`config.mk`:
```
export PLATFORM = sky130hd
export DESIGN_NAME = svec_ctrl
export DESIGN_NICKNAME = d
export VERILOG_FILES = /design/src/logic/svec_pkg.sv /design/src/logic/svec_ctrl.sv
export VERILOG_INCLUDE_DIRS = /design/src /design/src/logic
export SDC_FILE = /design/constraint.sdc
export NUM_CORES = 1
export LEC_CHECK = 0
export BUFFER_PORTS_ARGS = -buffer_cell sky130_fd_sc_hd__buf_2
export CAP_MARGIN = 15
export CORE_UTILIZATION = 55
export CTS_CLUSTER_SIZE = 25
export DETAILED_ROUTE_END_ITERATION = 16
export PLACE_DENSITY = 0.81
export SLEW_MARGIN = 20
export SYNTH_ARGS = -nofsm -noshare
export SYNTH_HDL_FRONTEND = slang
export SYNTH_SLANG_ARGS = --single-unit
export TNS_END_PERCENT = 1
```
`constraint.sdc`:
```
create_clock -name clock_i -period 5.8 [get_ports clock_i]
set_clock_uncertainty 0.2 [all_clocks]
set_input_delay 1.16 -clock clock_i [delete_from_list [all_inputs] [get_ports clock_i]]
set_output_delay 1.16 -clock clock_i [all_outputs]
set_load 0.02 [all_outputs]
```
`src/logic/svec_cfg.svh`:
```
// constants for the stereo volume encoder controller
// assumes a 40 MHz system clock
`ifndef SVEC_CFG_SVH
`define SVEC_CFG_SVH
`define SVEC_CLK_HZ 40000000
`define SVEC_DEB_MS 20
`define SVEC_TMO_MS 32
`define SVEC_DEB_CYC ((`SVEC_CLK_HZ / 1000) * `SVEC_DEB_MS)
`define SVEC_TMO_CYC ((`SVEC_CLK_HZ / 1000) * `SVEC_TMO_MS)
`define SVEC_TAP_POR 7'h06
`define SVEC_TAP_MIN 6'h1F
`define SVEC_TAP_MUTE 6'h20
`define SVEC_TAP_LOW 6'h20
`define SVEC_BAL_FAR 8
`define SVEC_OFF_CTRL 8'h00
`define SVEC_OFF_STAT 8'h04
`define SVEC_CTRL_RST 1'h1
`define SVEC_RESP_OK 2'h0
`define SVEC_RESP_ERR 2'h2
`endif

```
`src/logic/svec_pkg.sv`:
```
// types for the stereo volume encoder controller
// assumes svec_cfg.svh supplies the numeric constants
package svec_pkg;
   typedef enum logic [2:0] {
      SVEC_RUN = 3'h1,
      SVEC_BMUTE = 3'h2,
      SVEC_VMUTE = 3'h4
   } svec_st_t;
endpackage : svec_pkg

```
`src/logic/svec_ctrl.sv`:
```
// stereo volume/balance controller with encoder, buttons, lamps
// assumes one clock, AXI4-Lite slave, zero-cross inputs on clock_i
//
// Overview of operation
// - up step: louder, or balance rightward
// - down step: quieter, or balance leftward
// - volume steps move both taps together
// - no louder once a wiper tops out
// - at bottom, only other wiper keeps falling
// - raising restores the earlier separation
// - both at 31, down mutes; up returns
// - tap n is 2n dB; 32 mutes
// - equal: rightward attenuates left only
// - right quieter: rightward raises right wiper
// - taps move on zero cross or 32ms
// - second wiper forced within 32ms
// - power-on: mute, then tap 6
// - power-on: volume mode, lamp off
// - power down parks wipers, release restores
// - mute press toggles mute
// - up step cancels mute
// - mode lamp on in balance mode
// - volume mode: five-step bar graph
// - balance mode: exactly one lamp lit
// - two buttons pressed: no action
// - mode button falling edge toggles mode
`timescale 1ns/1ps
`include "svec_cfg.svh"
module svec_ctrl #(
   parameter int unsigned DEB_CYC = `SVEC_DEB_CYC,
   parameter int unsigned TMO_CYC = `SVEC_TMO_CYC,
   parameter int BAL_FAR = `SVEC_BAL_FAR
) (
   // clock and reset
   input wire logic clock_i,
   input wire logic resetn_i,
   // encoder and buttons, active low
   input wire logic encoder_phase_a_n_i,
   input wire logic encoder_phase_b_n_i,
   input wire logic mute_button_n_i,
   input wire logic mode_button_n_i,
   input wire logic power_down_n_i,
   // zero crossing per channel, 0 left 1 right
   input wire logic [1:0] zero_cross_i,
   // wiper tap codes
   output logic [5:0] left_channel_tap_o,
   output logic [5:0] right_channel_tap_o,
   // open-drain lamps
   output logic mode_lamp_n_o,
   output logic mode_lamp_oe_o,
   output logic [4:0] level_lamp_n_o,
   output logic [4:0] level_lamp_oe_o,
   // axi4-lite slave
   input wire logic [7:0] s_axi_awaddr,
   input wire logic s_axi_awvalid,
   output logic s_axi_awready,
   input wire logic [31:0] s_axi_wdata,
   input wire logic [3:0] s_axi_wstrb,
   input wire logic s_axi_wvalid,
   output logic s_axi_wready,
   output logic [1:0] s_axi_bresp,
   output logic s_axi_bvalid,
   input wire logic s_axi_bready,
   input wire logic [7:0] s_axi_araddr,
   input wire logic s_axi_arvalid,
   output logic s_axi_arready,
   output logic [31:0] s_axi_rdata,
   output logic [1:0] s_axi_rresp,
   output logic s_axi_rvalid,
   input wire logic s_axi_rready
);
   localparam int DW = $clog2(DEB_CYC + 1);
   localparam int TW = $clog2(TMO_CYC + 1);

   // ==========================================================
   // input synchronisers and debounce
   // ==========================================================
   logic [3:0] raw, s1_q, s2_q, db_q, dbp_q;
   logic pd1_q, pd2_q;
   assign raw = {mode_button_n_i, mute_button_n_i,
                 encoder_phase_b_n_i, encoder_phase_a_n_i};

   always_ff @(posedge clock_i or negedge resetn_i) begin
      if (!resetn_i) begin
         s1_q <= 4'hF;
         s2_q <= 4'hF;
         dbp_q <= 4'hF;
         pd1_q <= 1'h1;
         pd2_q <= 1'h1;
      end else begin
         s1_q <= raw;
         s2_q <= s1_q;
         dbp_q <= db_q;
         pd1_q <= power_down_n_i;
         pd2_q <= pd1_q;
      end
   end

   // level must hold a full debounce time before it is taken
   for (genvar g = 0; g < 4; g++) begin : g_deb
      logic [DW-1:0] cnt_q;
      always_ff @(posedge clock_i or negedge resetn_i) begin
         if (!resetn_i) begin
            cnt_q <= '0;
            db_q[g] <= 1'h1;
         end else if (s2_q[g] == db_q[g]) begin
            cnt_q <= '0;
         end else if (cnt_q == DW'(DEB_CYC - 1)) begin
            cnt_q <= '0;
            db_q[g] <= s2_q[g];
         end else begin
            cnt_q <= cnt_q + DW'(1);
         end
      end
   end

   // ==========================================================
   // encoder decode and button events
   // ==========================================================
   logic [1:0] cur, prv, dlt;
   logic hold, down, busy, up, dn, mute_press, mode_press;
   assign cur = {db_q[1], db_q[1] ^ db_q[0]};
   assign prv = {dbp_q[1], dbp_q[1] ^ dbp_q[0]};
   assign dlt = cur - prv;
   assign hold = !db_q[2] && !db_q[3];
   assign down = !pd2_q;
   assign busy = hold || down;
   assign up = (dlt == 2'h1) && !busy;
   assign dn = (dlt == 2'h3) && !busy;
   assign mute_press = dbp_q[2] && !db_q[2] && db_q[3];
   assign mode_press = dbp_q[3] && !db_q[3] && db_q[2];

   // ==========================================================
   // settings: logical taps, mute state, mode
   // ==========================================================
   logic [6:0] ll_q, lr_q;
   logic [5:0] al, ar;
   logic bal_q, vol_ok;
   svec_pkg::svec_st_t st_q;
   // logical taps run past 31 so the separation survives
   assign al = (ll_q > 7'h1F) ? `SVEC_TAP_MIN : ll_q[5:0];
   assign ar = (lr_q > 7'h1F) ? `SVEC_TAP_MIN : lr_q[5:0];
   assign vol_ok = !bal_q && (st_q == svec_pkg::SVEC_RUN);

   always_ff @(posedge clock_i or negedge resetn_i) begin
      if (!resetn_i) begin
         ll_q <= `SVEC_TAP_POR;
         lr_q <= `SVEC_TAP_POR;
      end else if (vol_ok && up) begin
         if (ll_q != 7'h00 && lr_q != 7'h00) begin
            ll_q <= ll_q - 7'h01;
            lr_q <= lr_q - 7'h01;
         end
      end else if (vol_ok && dn) begin
         if (al != `SVEC_TAP_MIN || ar != `SVEC_TAP_MIN) begin
            ll_q <= ll_q + 7'h01;
            lr_q <= lr_q + 7'h01;
         end
      end else if (st_q == svec_pkg::SVEC_RUN && up) begin
         if (lr_q > ll_q) begin
            lr_q <= lr_q - 7'h01;
         end else if (ll_q < 7'h1F) begin
            ll_q <= ll_q + 7'h01;
         end
      end else if (st_q == svec_pkg::SVEC_RUN && dn) begin
         if (ll_q > lr_q) begin
            ll_q <= ll_q - 7'h01;
         end else if (lr_q < 7'h1F) begin
            lr_q <= lr_q + 7'h01;
         end
      end
   end

   always_ff @(posedge clock_i or negedge resetn_i) begin
      if (!resetn_i) begin
         st_q <= svec_pkg::SVEC_RUN;
      end else begin
         case (st_q)
            svec_pkg::SVEC_RUN: begin
               if (mute_press) begin
                  st_q <= svec_pkg::SVEC_BMUTE;
               end else if (vol_ok && dn && al == `SVEC_TAP_MIN &&
                            ar == `SVEC_TAP_MIN) begin
                  st_q <= svec_pkg::SVEC_VMUTE;
               end
            end
            svec_pkg::SVEC_BMUTE: begin
               if (mute_press || up) begin
                  st_q <= svec_pkg::SVEC_RUN;
               end
            end
            svec_pkg::SVEC_VMUTE: begin
               if (mute_press || up) begin
                  st_q <= svec_pkg::SVEC_RUN;
               end
            end
            default: begin
               st_q <= svec_pkg::SVEC_RUN;
            end
         endcase
      end
   end

   always_ff @(posedge clock_i or negedge resetn_i) begin
      if (!resetn_i) begin
         bal_q <= 1'h0;
      end else if (mode_press && !busy) begin
         bal_q <= !bal_q;
      end
   end

   // ==========================================================
   // click-free wiper update per channel
   // ==========================================================
   logic [5:0] tgt [2];
   logic [5:0] wip_q [2];
   logic [TW-1:0] tmr_q [2];
   // code n is 2n dB down, code 32 is mute
   always_comb begin
      if (down) begin
         tgt[0] = `SVEC_TAP_LOW;
         tgt[1] = `SVEC_TAP_LOW;
      end else if (st_q != svec_pkg::SVEC_RUN) begin
         tgt[0] = `SVEC_TAP_MUTE;
         tgt[1] = `SVEC_TAP_MUTE;
      end else begin
         tgt[0] = al;
         tgt[1] = ar;
      end
   end

   // timer starts with the shared step, so it also bounds
   // the lagging wiper after the first one has moved
   for (genvar c = 0; c < 2; c++) begin : g_wip
      always_ff @(posedge clock_i or negedge resetn_i) begin
         if (!resetn_i) begin
            wip_q[c] <= `SVEC_TAP_MUTE;
            tmr_q[c] <= '0;
         end else if (tgt[c] == wip_q[c]) begin
            tmr_q[c] <= '0;
         end else if (zero_cross_i[c] ||
                      tmr_q[c] == TW'(TMO_CYC - 1)) begin
            wip_q[c] <= tgt[c];
            tmr_q[c] <= '0;
         end else begin
            tmr_q[c] <= tmr_q[c] + TW'(1);
         end
      end
   end
   assign left_channel_tap_o = wip_q[0];
   assign right_channel_tap_o = wip_q[1];

   // ==========================================================
   // lamps
   // ==========================================================
   logic ctrl_q, mlamp_q;
   logic [4:0] lamp_q, bar, bpat;
   logic [5:0] lvl;
   logic signed [7:0] dif;
   assign lvl = (st_q != svec_pkg::SVEC_RUN) ? `SVEC_TAP_MUTE :
                (al < ar) ? al : ar;
   assign dif = 8'(signed'({2'h0, ar})) - 8'(signed'({2'h0, al}));

   always_comb begin
      if (lvl <= 6'h04) bar = 5'h1F;
      else if (lvl <= 6'h09) bar = 5'h0F;
      else if (lvl <= 6'h0E) bar = 5'h07;
      else if (lvl <= 6'h13) bar = 5'h03;
      else if (lvl <= 6'h1A) bar = 5'h01;
      else bar = 5'h00;
      // left quieter means balance shifted right
      if (dif == 8'sh00) bpat = 5'h04;
      else if (dif < 8'sh00 && -dif >= 8'(BAL_FAR)) bpat = 5'h10;
      else if (dif < 8'sh00) bpat = 5'h08;
      else if (dif >= 8'(BAL_FAR)) bpat = 5'h01;
      else bpat = 5'h02;
   end

   always_ff @(posedge clock_i or negedge resetn_i) begin
      if (!resetn_i) begin
         mlamp_q <= 1'h0;
         lamp_q <= 5'h00;
      end else begin
         mlamp_q <= bal_q && ctrl_q;
         lamp_q <= !ctrl_q ? 5'h00 : bal_q ? bpat : bar;
      end
   end
   assign mode_lamp_n_o = 1'h0;
   assign mode_lamp_oe_o = mlamp_q;
   assign level_lamp_n_o = 5'h00;
   assign level_lamp_oe_o = lamp_q;

   // ==========================================================
   // axi4-lite register slave
   // ==========================================================
   logic aw_q, w_q, bv_q, rv_q, wsel;
   logic [7:0] awa_q;
   logic [31:0] wd_q, rd_q, stat;
   logic [3:0] ws_q;
   logic [1:0] br_q, rr_q;
   assign s_axi_awready = !aw_q && !bv_q;
   assign s_axi_wready = !w_q && !bv_q;
   assign s_axi_bvalid = bv_q;
   assign s_axi_bresp = br_q;
   assign s_axi_arready = !rv_q;
   assign s_axi_rvalid = rv_q;
   assign s_axi_rdata = rd_q;
   assign s_axi_rresp = rr_q;
   assign wsel = aw_q && w_q && !bv_q;
   assign stat = {13'h0000, down, st_q != svec_pkg::SVEC_RUN, bal_q,
                  2'h0, wip_q[1], 2'h0, wip_q[0]};

   always_ff @(posedge clock_i or negedge resetn_i) begin
      if (!resetn_i) begin
         aw_q <= 1'h0;
         w_q <= 1'h0;
         awa_q <= 8'h00;
         wd_q <= 32'h00000000;
         ws_q <= 4'h0;
         bv_q <= 1'h0;
         br_q <= `SVEC_RESP_OK;
      end else begin
         if (s_axi_awvalid && s_axi_awready) begin
            aw_q <= 1'h1;
            awa_q <= s_axi_awaddr;
         end
         if (s_axi_wvalid && s_axi_wready) begin
            w_q <= 1'h1;
            wd_q <= s_axi_wdata;
            ws_q <= s_axi_wstrb;
         end
         if (wsel) begin
            aw_q <= 1'h0;
            w_q <= 1'h0;
            bv_q <= 1'h1;
            br_q <= (awa_q == `SVEC_OFF_CTRL || awa_q == `SVEC_OFF_STAT)
                    ? `SVEC_RESP_OK : `SVEC_RESP_ERR;
         end else if (bv_q && s_axi_bready) begin
            bv_q <= 1'h0;
         end
      end
   end

   always_ff @(posedge clock_i or negedge resetn_i) begin
      if (!resetn_i) begin
         ctrl_q <= `SVEC_CTRL_RST;
      end else if (wsel && awa_q == `SVEC_OFF_CTRL && ws_q[0]) begin
         ctrl_q <= wd_q[0];
      end
   end

   always_ff @(posedge clock_i or negedge resetn_i) begin
      if (!resetn_i) begin
         rv_q <= 1'h0;
         rd_q <= 32'h00000000;
         rr_q <= `SVEC_RESP_OK;
      end else if (s_axi_arvalid && s_axi_arready) begin
         rv_q <= 1'h1;
         rr_q <= `SVEC_RESP_OK;
         if (s_axi_araddr == `SVEC_OFF_CTRL) begin
            rd_q <= {31'h00000000, ctrl_q};
         end else if (s_axi_araddr == `SVEC_OFF_STAT) begin
            rd_q <= stat;
         end else begin
            rd_q <= 32'h00000000;
            rr_q <= `SVEC_RESP_ERR;
         end
      end else if (rv_q && s_axi_rready) begin
         rv_q <= 1'h0;
      end
   end
endmodule : svec_ctrl

```
== Word level (Yosys, flattened, before mapping) ==
Cells that the tools add are included.
W data, S select, Z words.
Word-level totals
  input bits: 66
  output and inout port bits: 65
  register bits: 227
  logic and storage cells: 232
Cells by class
  reductions and logical operators: 66
  add/subtract/negate cells: 13
  muxes and demuxes: 64
  bitwise operators: 8
  equality and inequality tests: 32
  $lt $le $gt $ge: 15
Operators with widths (number)
  $mux W20: 8
  $mux W7: 18
  $mux W21: 4
  $add A20 B1 Y20 const B: 4
  $eq A20 B20 Y1 const B: 4
  $add A21 B1 Y21 const B: 2
  $eq A21 B21 Y1 const B: 2
  $mux W19: 2
  $logic_and A1 B1 Y1: 29
  $mux W5: 5
  $logic_not A8 Y1: 3
  $mux W12: 2
  $mux W6: 4
  $eq A8 B3 Y1 const B: 2
  $add A7 B1 Y7 const B: 2
  $gt A7 B5 Y1 const B: 2
  $gt A7 B7 Y1: 2
  $lt A7 B5 Y1 const B: 2
  $reduce_and A2 Y1: 7
  $reduce_bool A7 Y1: 2
  $sub A7 B1 Y7 const B: 2
  $eq A6 B5 Y1 const B: 2
  $eq A6 B6 Y1: 2
  $le A6 B4 Y1 const B: 2
  35 further kinds: 84

== Depth between registers and ports, before layout ==
  depth after elaboration: 13
  mapped depth: 12

== Worst setup path before layout ==
Ideal clock, no wire load.
  kind: register to register
  start point: register ll_q[5]
  end point: register lamp_q[2], in the netlist level_lamp_oe_o[2]
  arrival: 2689 ps
  path buffers: 1
  path slack: 2807 ps
  cell stages (with the launch flop): 11
  period minus slack after synthesis: 2993 ps
  cell sequence: dfrtp_1 > buf_4 > nor3_1 > ha_1 > nor2b_1 > o22ai_4 > a211oi_4 > o21ai_0 > a211o_1 > nand3b_1 > a221oi_1
Between the ends
  word-level cells in the longest chain between the ends: 11
  elaborated cells on any way between the ends: 21
  those cells by class: add/sub: 2; order compare: 7; mux: 10; reduce/logical: 2
Ends and longest elaborated chain
  from (decl): line svec_ctrl.sv:136  | logic [6:0] ll_q, lr_q;
  from (signal assigned): line svec_ctrl.sv:147  | ll_q <= `SVEC_TAP_POR;
  from (signal assigned): line svec_ctrl.sv:151  | ll_q <= ll_q - 7'h01;
  from (signal assigned): line svec_ctrl.sv:156  | ll_q <= ll_q + 7'h01;
  $gt A7 B5 Y1: line svec_ctrl.sv:141  | assign al = (ll_q > 7'h1F) ? `SVEC_TAP_MIN : ll_q[5:0];
  $mux W6 (*): line svec_ctrl.sv:141
  parallel branches: the longest is 7 deep, another holds $neg A7 Y8
  $mux W5 (*) (2 in a row): line svec_ctrl.sv:285  | lamp_q <= !ctrl_q ? 5'h00 : bal_q ? bpat : bar;
  to (signal assigned): line svec_ctrl.sv:285
  to (decl): line svec_ctrl.sv:257  | logic [4:0] lamp_q, bar, bpat;
Every way passes the cells marked *.
A chain may end at the register's enable or synchronous reset.

== Final worst setup path ==
Same ends and word-level chain as after synthesis.

==> flow_summary.html <==
<table>
<tr><th>Metric</th><th>Value</th></tr>
<tr><th colspan="2">GRT</th></tr>
<tr><td>Global route overflow</td><td>0</td></tr>
<tr><td>Global router's overall resource usage</td><td>0.212</td></tr>
<tr><td>Largest net degree at the start of global routing</td><td>109</td></tr>
<tr><td>Global-route wire length before repair</td><td>35400 um</td></tr>
<tr><td>Initial antenna violation count</td><td>0</td></tr>
<tr><td>Vias in the first global route</td><td>7651</td></tr>
<tr><th colspan="2">Floorplanning</th></tr>
<tr><td>Placement Rows</td><td>51</td></tr>
<tr><td>Height of the chip</td><td>143 um</td></tr>
<tr><td>Number of primary I/O pins</td><td>131</td></tr>
<tr><td>Core region area</td><td>19400 sq um</td></tr>
<tr><td>Starting density of the core</td><td>0.560</td></tr>
<tr><td>Area enclosed by the die boundary</td><td>20300 sq um</td></tr>
<tr><td>DIE WIDTH</td><td>143 um</td></tr>
<tr><th colspan="2">Timing</th></tr>
<tr><td>Setup violators final</td><td>0</td></tr>
<tr><td>Minimum clock period after layout</td><td>3.74 ns</td></tr>
<tr><td>Final period utilization</td><td>0.644</td></tr>
<tr><td>Post-route setup TNS</td><td>0 ns</td></tr>
<tr><td>Slew @ Worst Pin</td><td>0.957 ns</td></tr>
<tr><td>Final hold violation count</td><td>0</td></tr>
<tr><td>Final-report max-slew violation count</td><td>0</td></tr>
<tr><td>RSZ-0062 raised after global routing</td><td>false</td></tr>
<tr><td>Minimum hold slack</td><td>0.158 ns</td></tr>
<tr><td>Highest clock frequency the design can meet</td><td>0.268 GHz</td></tr>
<tr><td>Tightest slew margin relative to the limit</td><td>0.359</td></tr>
<tr><th colspan="2">Place</th></tr>
<tr><td>Estimated wirelength of the detail-placed design</td><td>14000 um</td></tr>
<tr><td>Quantity of I/O buffers inserted on ports</td><td>71</td></tr>
<tr><td>Placer's final routability congestion estimate</td><td>0.885</td></tr>
<tr><td>Count of placed standard cells including taps</td><td>1390</td></tr>
<tr><th colspan="2">Run</th></tr>
<tr><td>Max-cap violation count</td><td>0</td></tr>
<tr><th colspan="2">Worst setup path</th></tr>
<tr><td>Top delay family on crit path</td><td>compound AO/OA/AOI/OAI gates</td></tr>
<tr><td>Worst setup path class</td><td>flop to flop</td></tr>
<tr><td>Peak per-stage delay on the critical path</td><td>0.59 ns</td></tr>
<tr><td>Cell Chain, Critical Path</td><td>nor3_1 -&gt; inv_1 -&gt; ha_1 -&gt; nor2b_1 -&gt; o22ai_4 -&gt; a211oi_4 -&gt; o21ai_0 -&gt; a211o_1 -&gt; nand3b_1 -&gt; a221oi_1</td></tr>
<tr><td>Worst-path maximum fanout</td><td>11</td></tr>
<tr><td>Critical Path Sink Type</td><td>flop</td></tr>
<tr><td>Highest-delay cell along the critical path</td><td>sky130_fd_sc_hd__nor3_1</td></tr>
<tr><td>Crit path launch type</td><td>flop</td></tr>
<tr><td>Buffer and inverter count on the worst path</td><td>1</td></tr>
<tr><td>Data arrival time of the critical path</td><td>3.90 ns</td></tr>
<tr><td>Worst EP required</td><td>5.96 ns</td></tr>
<tr><th colspan="2">Clock tree</th></tr>
<tr><td>Number of clock sinks</td><td>208</td></tr>
<tr><td>Level count of the clock H-tree</td><td>1</td></tr>
<tr><td>Cts bufs inserted</td><td>22</td></tr>
<tr><td>TritonCTS clock tree</td><td>built</td></tr>
<tr><td>Skew-Pair Late Insertion Delay</td><td>0.50 ns</td></tr>
<tr><td>Clock-pin slew reported for the worst setup and hold paths after clock tree synthesis</td><td>0.06 ns</td></tr>
<tr><td>Setup Buffers After CTS</td><td>0</td></tr>
<tr><td>Number of buffers on the longest clock path</td><td>3</td></tr>
<tr><td>Count of instances resized after the clock tree is built</td><td>0</td></tr>
<tr><td>Root buffer cell</td><td>sky130_fd_sc_hd__clkbuf_16</td></tr>
<tr><td>Post-CTS Hold Buffers</td><td>0</td></tr>
<tr><th colspan="2">Pwr</th></tr>
<tr><td>Total power density per cell area</td><td>283 nW/um^2</td></tr>
<tr><td>Maximum VDD drop</td><td>238 uV</td></tr>
<tr><td>Leak</td><td>5.39 nW</td></tr>
<tr><th colspan="2">Final layout</th></tr>
<tr><td>Antenna Cells</td><td>0</td></tr>
<tr><td>Layout cell share with drive strength beyond 1</td><td>0.154</td></tr>
<tr><td>Most frequent standard cell in the layout excluding fill and tap cells</td><td>sky130_fd_sc_hd__dfrtp_1</td></tr>
<tr><td>Flip-flop and latch area</td><td>5240 sq um</td></tr>
<tr><td>Area of the multi-input gates</td><td>5170 sq um</td></tr>
<tr><td>Number of nets in the layout</td><td>1241</td></tr>
<tr><td>Layout-stage area growth over the synthesis result</td><td>10.7%</td></tr>
<tr><td>Top library cells by usage in the layout, fill and taps aside</td><td>182 x sky130_fd_sc_hd__dfrtp_1, 179 x sky130_fd_sc_hd__nor2_1, 83 x sky130_fd_sc_hd__xor2_1</td></tr>
<tr><td>Fill cell total of the finished layout</td><td>1600</td></tr>
<tr><td>Filler-free cell count of the finished design</td><td>1430</td></tr>
<tr><th colspan="2">Routing</th></tr>
<tr><td>Violation count after the first detailed-routing iteration</td><td>490</td></tr>
<tr><td>Average wire per standard cell</td><td>14.5 um</td></tr>
<tr><td>DRC errors left</td><td>0</td></tr>
<tr><td>DR vias/cell</td><td>5.50</td></tr>
<tr><td>Via count</td><td>7870</td></tr>
<tr><td>Number of search-and-repair iterations in the first detailed-routing pass</td><td>6</td></tr>
<tr><td>Post-Route WL</td><td>20700 um</td></tr>
<tr><td>Remaining antenna violation count</td><td>0</td></tr>
<tr><th colspan="2">Yosys</th></tr>
<tr><td>Total of flip-flops plus latches after synthesis</td><td>208</td></tr>
<tr><td>Synth warn</td><td>0</td></tr>
<tr><td>Ys flop type</td><td>sky130_fd_sc_hd__dfrtp_1</td></tr>
<tr><td>Dominant cells by area after synthesis</td><td>sky130_fd_sc_hd__dfrtp_1 42%, sky130_fd_sc_hd__xor2_1 6.7%, sky130_fd_sc_hd__dfstp_2 6.3%</td></tr>
<tr><td>Combined area of all synthesized cells</td><td>10900 sq um</td></tr>
<tr><td>Post-synthesis cell type count</td><td>71</td></tr>
<tr><td>Cells after synthesis</td><td>1096</td></tr>
<tr><td>Top-area cell type share of the netlist area</td><td>0.419</td></tr>
<tr><td>Sequential share of the synthesized area</td><td>0.482</td></tr>
<tr><td>Fraction of registers with async set or reset after synthesis</td><td>1.00</td></tr>
<tr><td>Most area-hungry cell type in the Yosys netlist</td><td>sky130_fd_sc_hd__dfrtp_1</td></tr>
<tr><td>Mean instance size in the synthesized netlist</td><td>9.91 sq um</td></tr>
<tr><td>Post-synth EDFFs</td><td>0</td></tr>
<tr><th colspan="2">Run status</th></tr>
<tr><td>Outcome</td><td>finished, final reports clean</td></tr>
<tr><th colspan="2">Min path</th></tr>
<tr><td>Class of the most critical hold timing path</td><td>flop to flop</td></tr>
</table>
==> state kept, by name (all words and copies together), names as in the netlist, 3 cells and up <==
name,count
s1_q,4
dbp_q,4
right_channel_tap_o,6
g_deb.cnt_q,80
awa_q,8
s2_q,4
tmr_q,42
level_lamp_oe_o,5
st_q,3
lr_q,7
s_axi_rdata,15
db_q,3
ll_q,7
left_channel_tap_o,6
==> synthesized netlist by cell type, types with 4 or more instances <==
master,number
sky130_fd_sc_hd__a211oi_1,6
sky130_fd_sc_hd__mux2i_1,6
sky130_fd_sc_hd__o41ai_1,4
sky130_fd_sc_hd__clkbuf_1,21
sky130_fd_sc_hd__nor3_2,4
sky130_fd_sc_hd__nand4_1,23
sky130_fd_sc_hd__inv_1,30
sky130_fd_sc_hd__nand2b_1,11
sky130_fd_sc_hd__o21ai_0,32
sky130_fd_sc_hd__a22o_1,12
sky130_fd_sc_hd__nor2b_1,4
sky130_fd_sc_hd__mux2_2,23
sky130_fd_sc_hd__xnor2_1,61
sky130_fd_sc_hd__and2_1,8
sky130_fd_sc_hd__dfstp_2,26
sky130_fd_sc_hd__dfrtp_1,182
sky130_fd_sc_hd__buf_4,38
sky130_fd_sc_hd__xor2_1,83
sky130_fd_sc_hd__nor4_1,12
sky130_fd_sc_hd__buf_2,8
sky130_fd_sc_hd__nor2_1,179
sky130_fd_sc_hd__o211ai_1,5
sky130_fd_sc_hd__and4_1,9
sky130_fd_sc_hd__nor3_1,33
sky130_fd_sc_hd__a31oi_1,9
sky130_fd_sc_hd__and3_1,22
sky130_fd_sc_hd__a41oi_1,4
sky130_fd_sc_hd__nand3_1,62
sky130_fd_sc_hd__a21oi_1,15
sky130_fd_sc_hd__nand2_1,72
sky130_fd_sc_hd__ha_1,25
sky130_fd_sc_hd__nor4b_1,5
sky130_fd_sc_hd__or3_1,6
==> kinds of logic after synthesis <==
family | share of synthesized area
and+or+nand+nor | 0.210
DFF | 0.482
xor gates and xnor gates | 0.120
AOI/OAI and AO/OA | 0.0754
buffers and inverters | 0.0507
muxes | 0.0294
adders and majority gates | 0.0317
other | 0.000691
==> final cells by class <==
type                            instances  area share
Clock buffer                           29      0.0514
Sequential cell                       208       0.435
Tap cell                              265      0.0276
Timing Repair Buffer                   74      0.0332
Clock inverter                         11      0.0133
Multi-Input combinational cell        813       0.430
Inverter                               30     0.00936
==> where the power goes <==
part,switching (W),internal (W)
Combinational,0.000197,0.000116
Sequential,0.0000548,0.00154
Clock,0.000568,0.000929
Total,0.000820,0.00258
==> path summary, 6_finish.rpt <==
| kind | slack (ns) | endpoint | cells past startpoint | start |
|---|---|---|---|---|
| max in group asynchronous | 3.84 | ll_q[4]$_DFFE_PN0P_ | 2 | resetn_i |
| max reg2reg | 2.06 | level_lamp_oe_o[2]$_DFF_PN0_ | 10 | ll_q[5]$_DFFE_PN0P_ |
| min in group asynchronous | 0.53 | tmr_q[15]$_DFF_PN0_ | 1 | resetn_i |
| min reg2reg | 0.16 | s2_q[2]$_DFF_PN1_ | 0 | s1_q[2]$_DFF_PN1_ |
| min | 0.16 | s2_q[2]$_DFF_PN1_ | 0 | s1_q[2]$_DFF_PN1_ |
| max | 2.06 | level_lamp_oe_o[2]$_DFF_PN0_ | 10 | ll_q[5]$_DFFE_PN0P_ |
==> stage by stage <==
step,area [sq um],power [W],utilization,worst slack [ns]
2_1_floorplan,11000,0.00184,-,2.81
6_report,12000,0.00340,0.620,2.06
3_5_place_dp,11300,0.00193,0.580,2.18
5_1_grt,12000,0.00354,0.620,1.79
3_3_place_gp,11300,0.00192,0.580,2.18
4_1_cts,12000,0.00344,0.620,2.14
==> worst reg2reg max path, cell delays in order, from the launching register on <==
cell and delay, ns:
sky130_fd_sc_hd__dfrtp_1 0.54, sky130_fd_sc_hd__nor3_1 0.59, sky130_fd_sc_hd__inv_1 0.18, sky130_fd_sc_hd__ha_1 0.25
sky130_fd_sc_hd__nor2b_1 0.20, sky130_fd_sc_hd__o22ai_4 0.12, sky130_fd_sc_hd__a211oi_4 0.40, sky130_fd_sc_hd__o21ai_0 0.19
sky130_fd_sc_hd__a211o_1 0.31, sky130_fd_sc_hd__nand3b_1 0.17, sky130_fd_sc_hd__a221oi_1 0.44
==> routing by layer <==
metal / share of wire / vias to the layer above / track usage
met5: 0 / - / 0
met1: 0.46 / 3774 / 0.283
met4: 0.022 / 0 / 0.0577
met2: 0.47 / 229 / 0.355
li1: - / 3819 / -
met3: 0.055 / 48 / 0.0370
No activity file was read; power rests on OpenSTA's default activity.
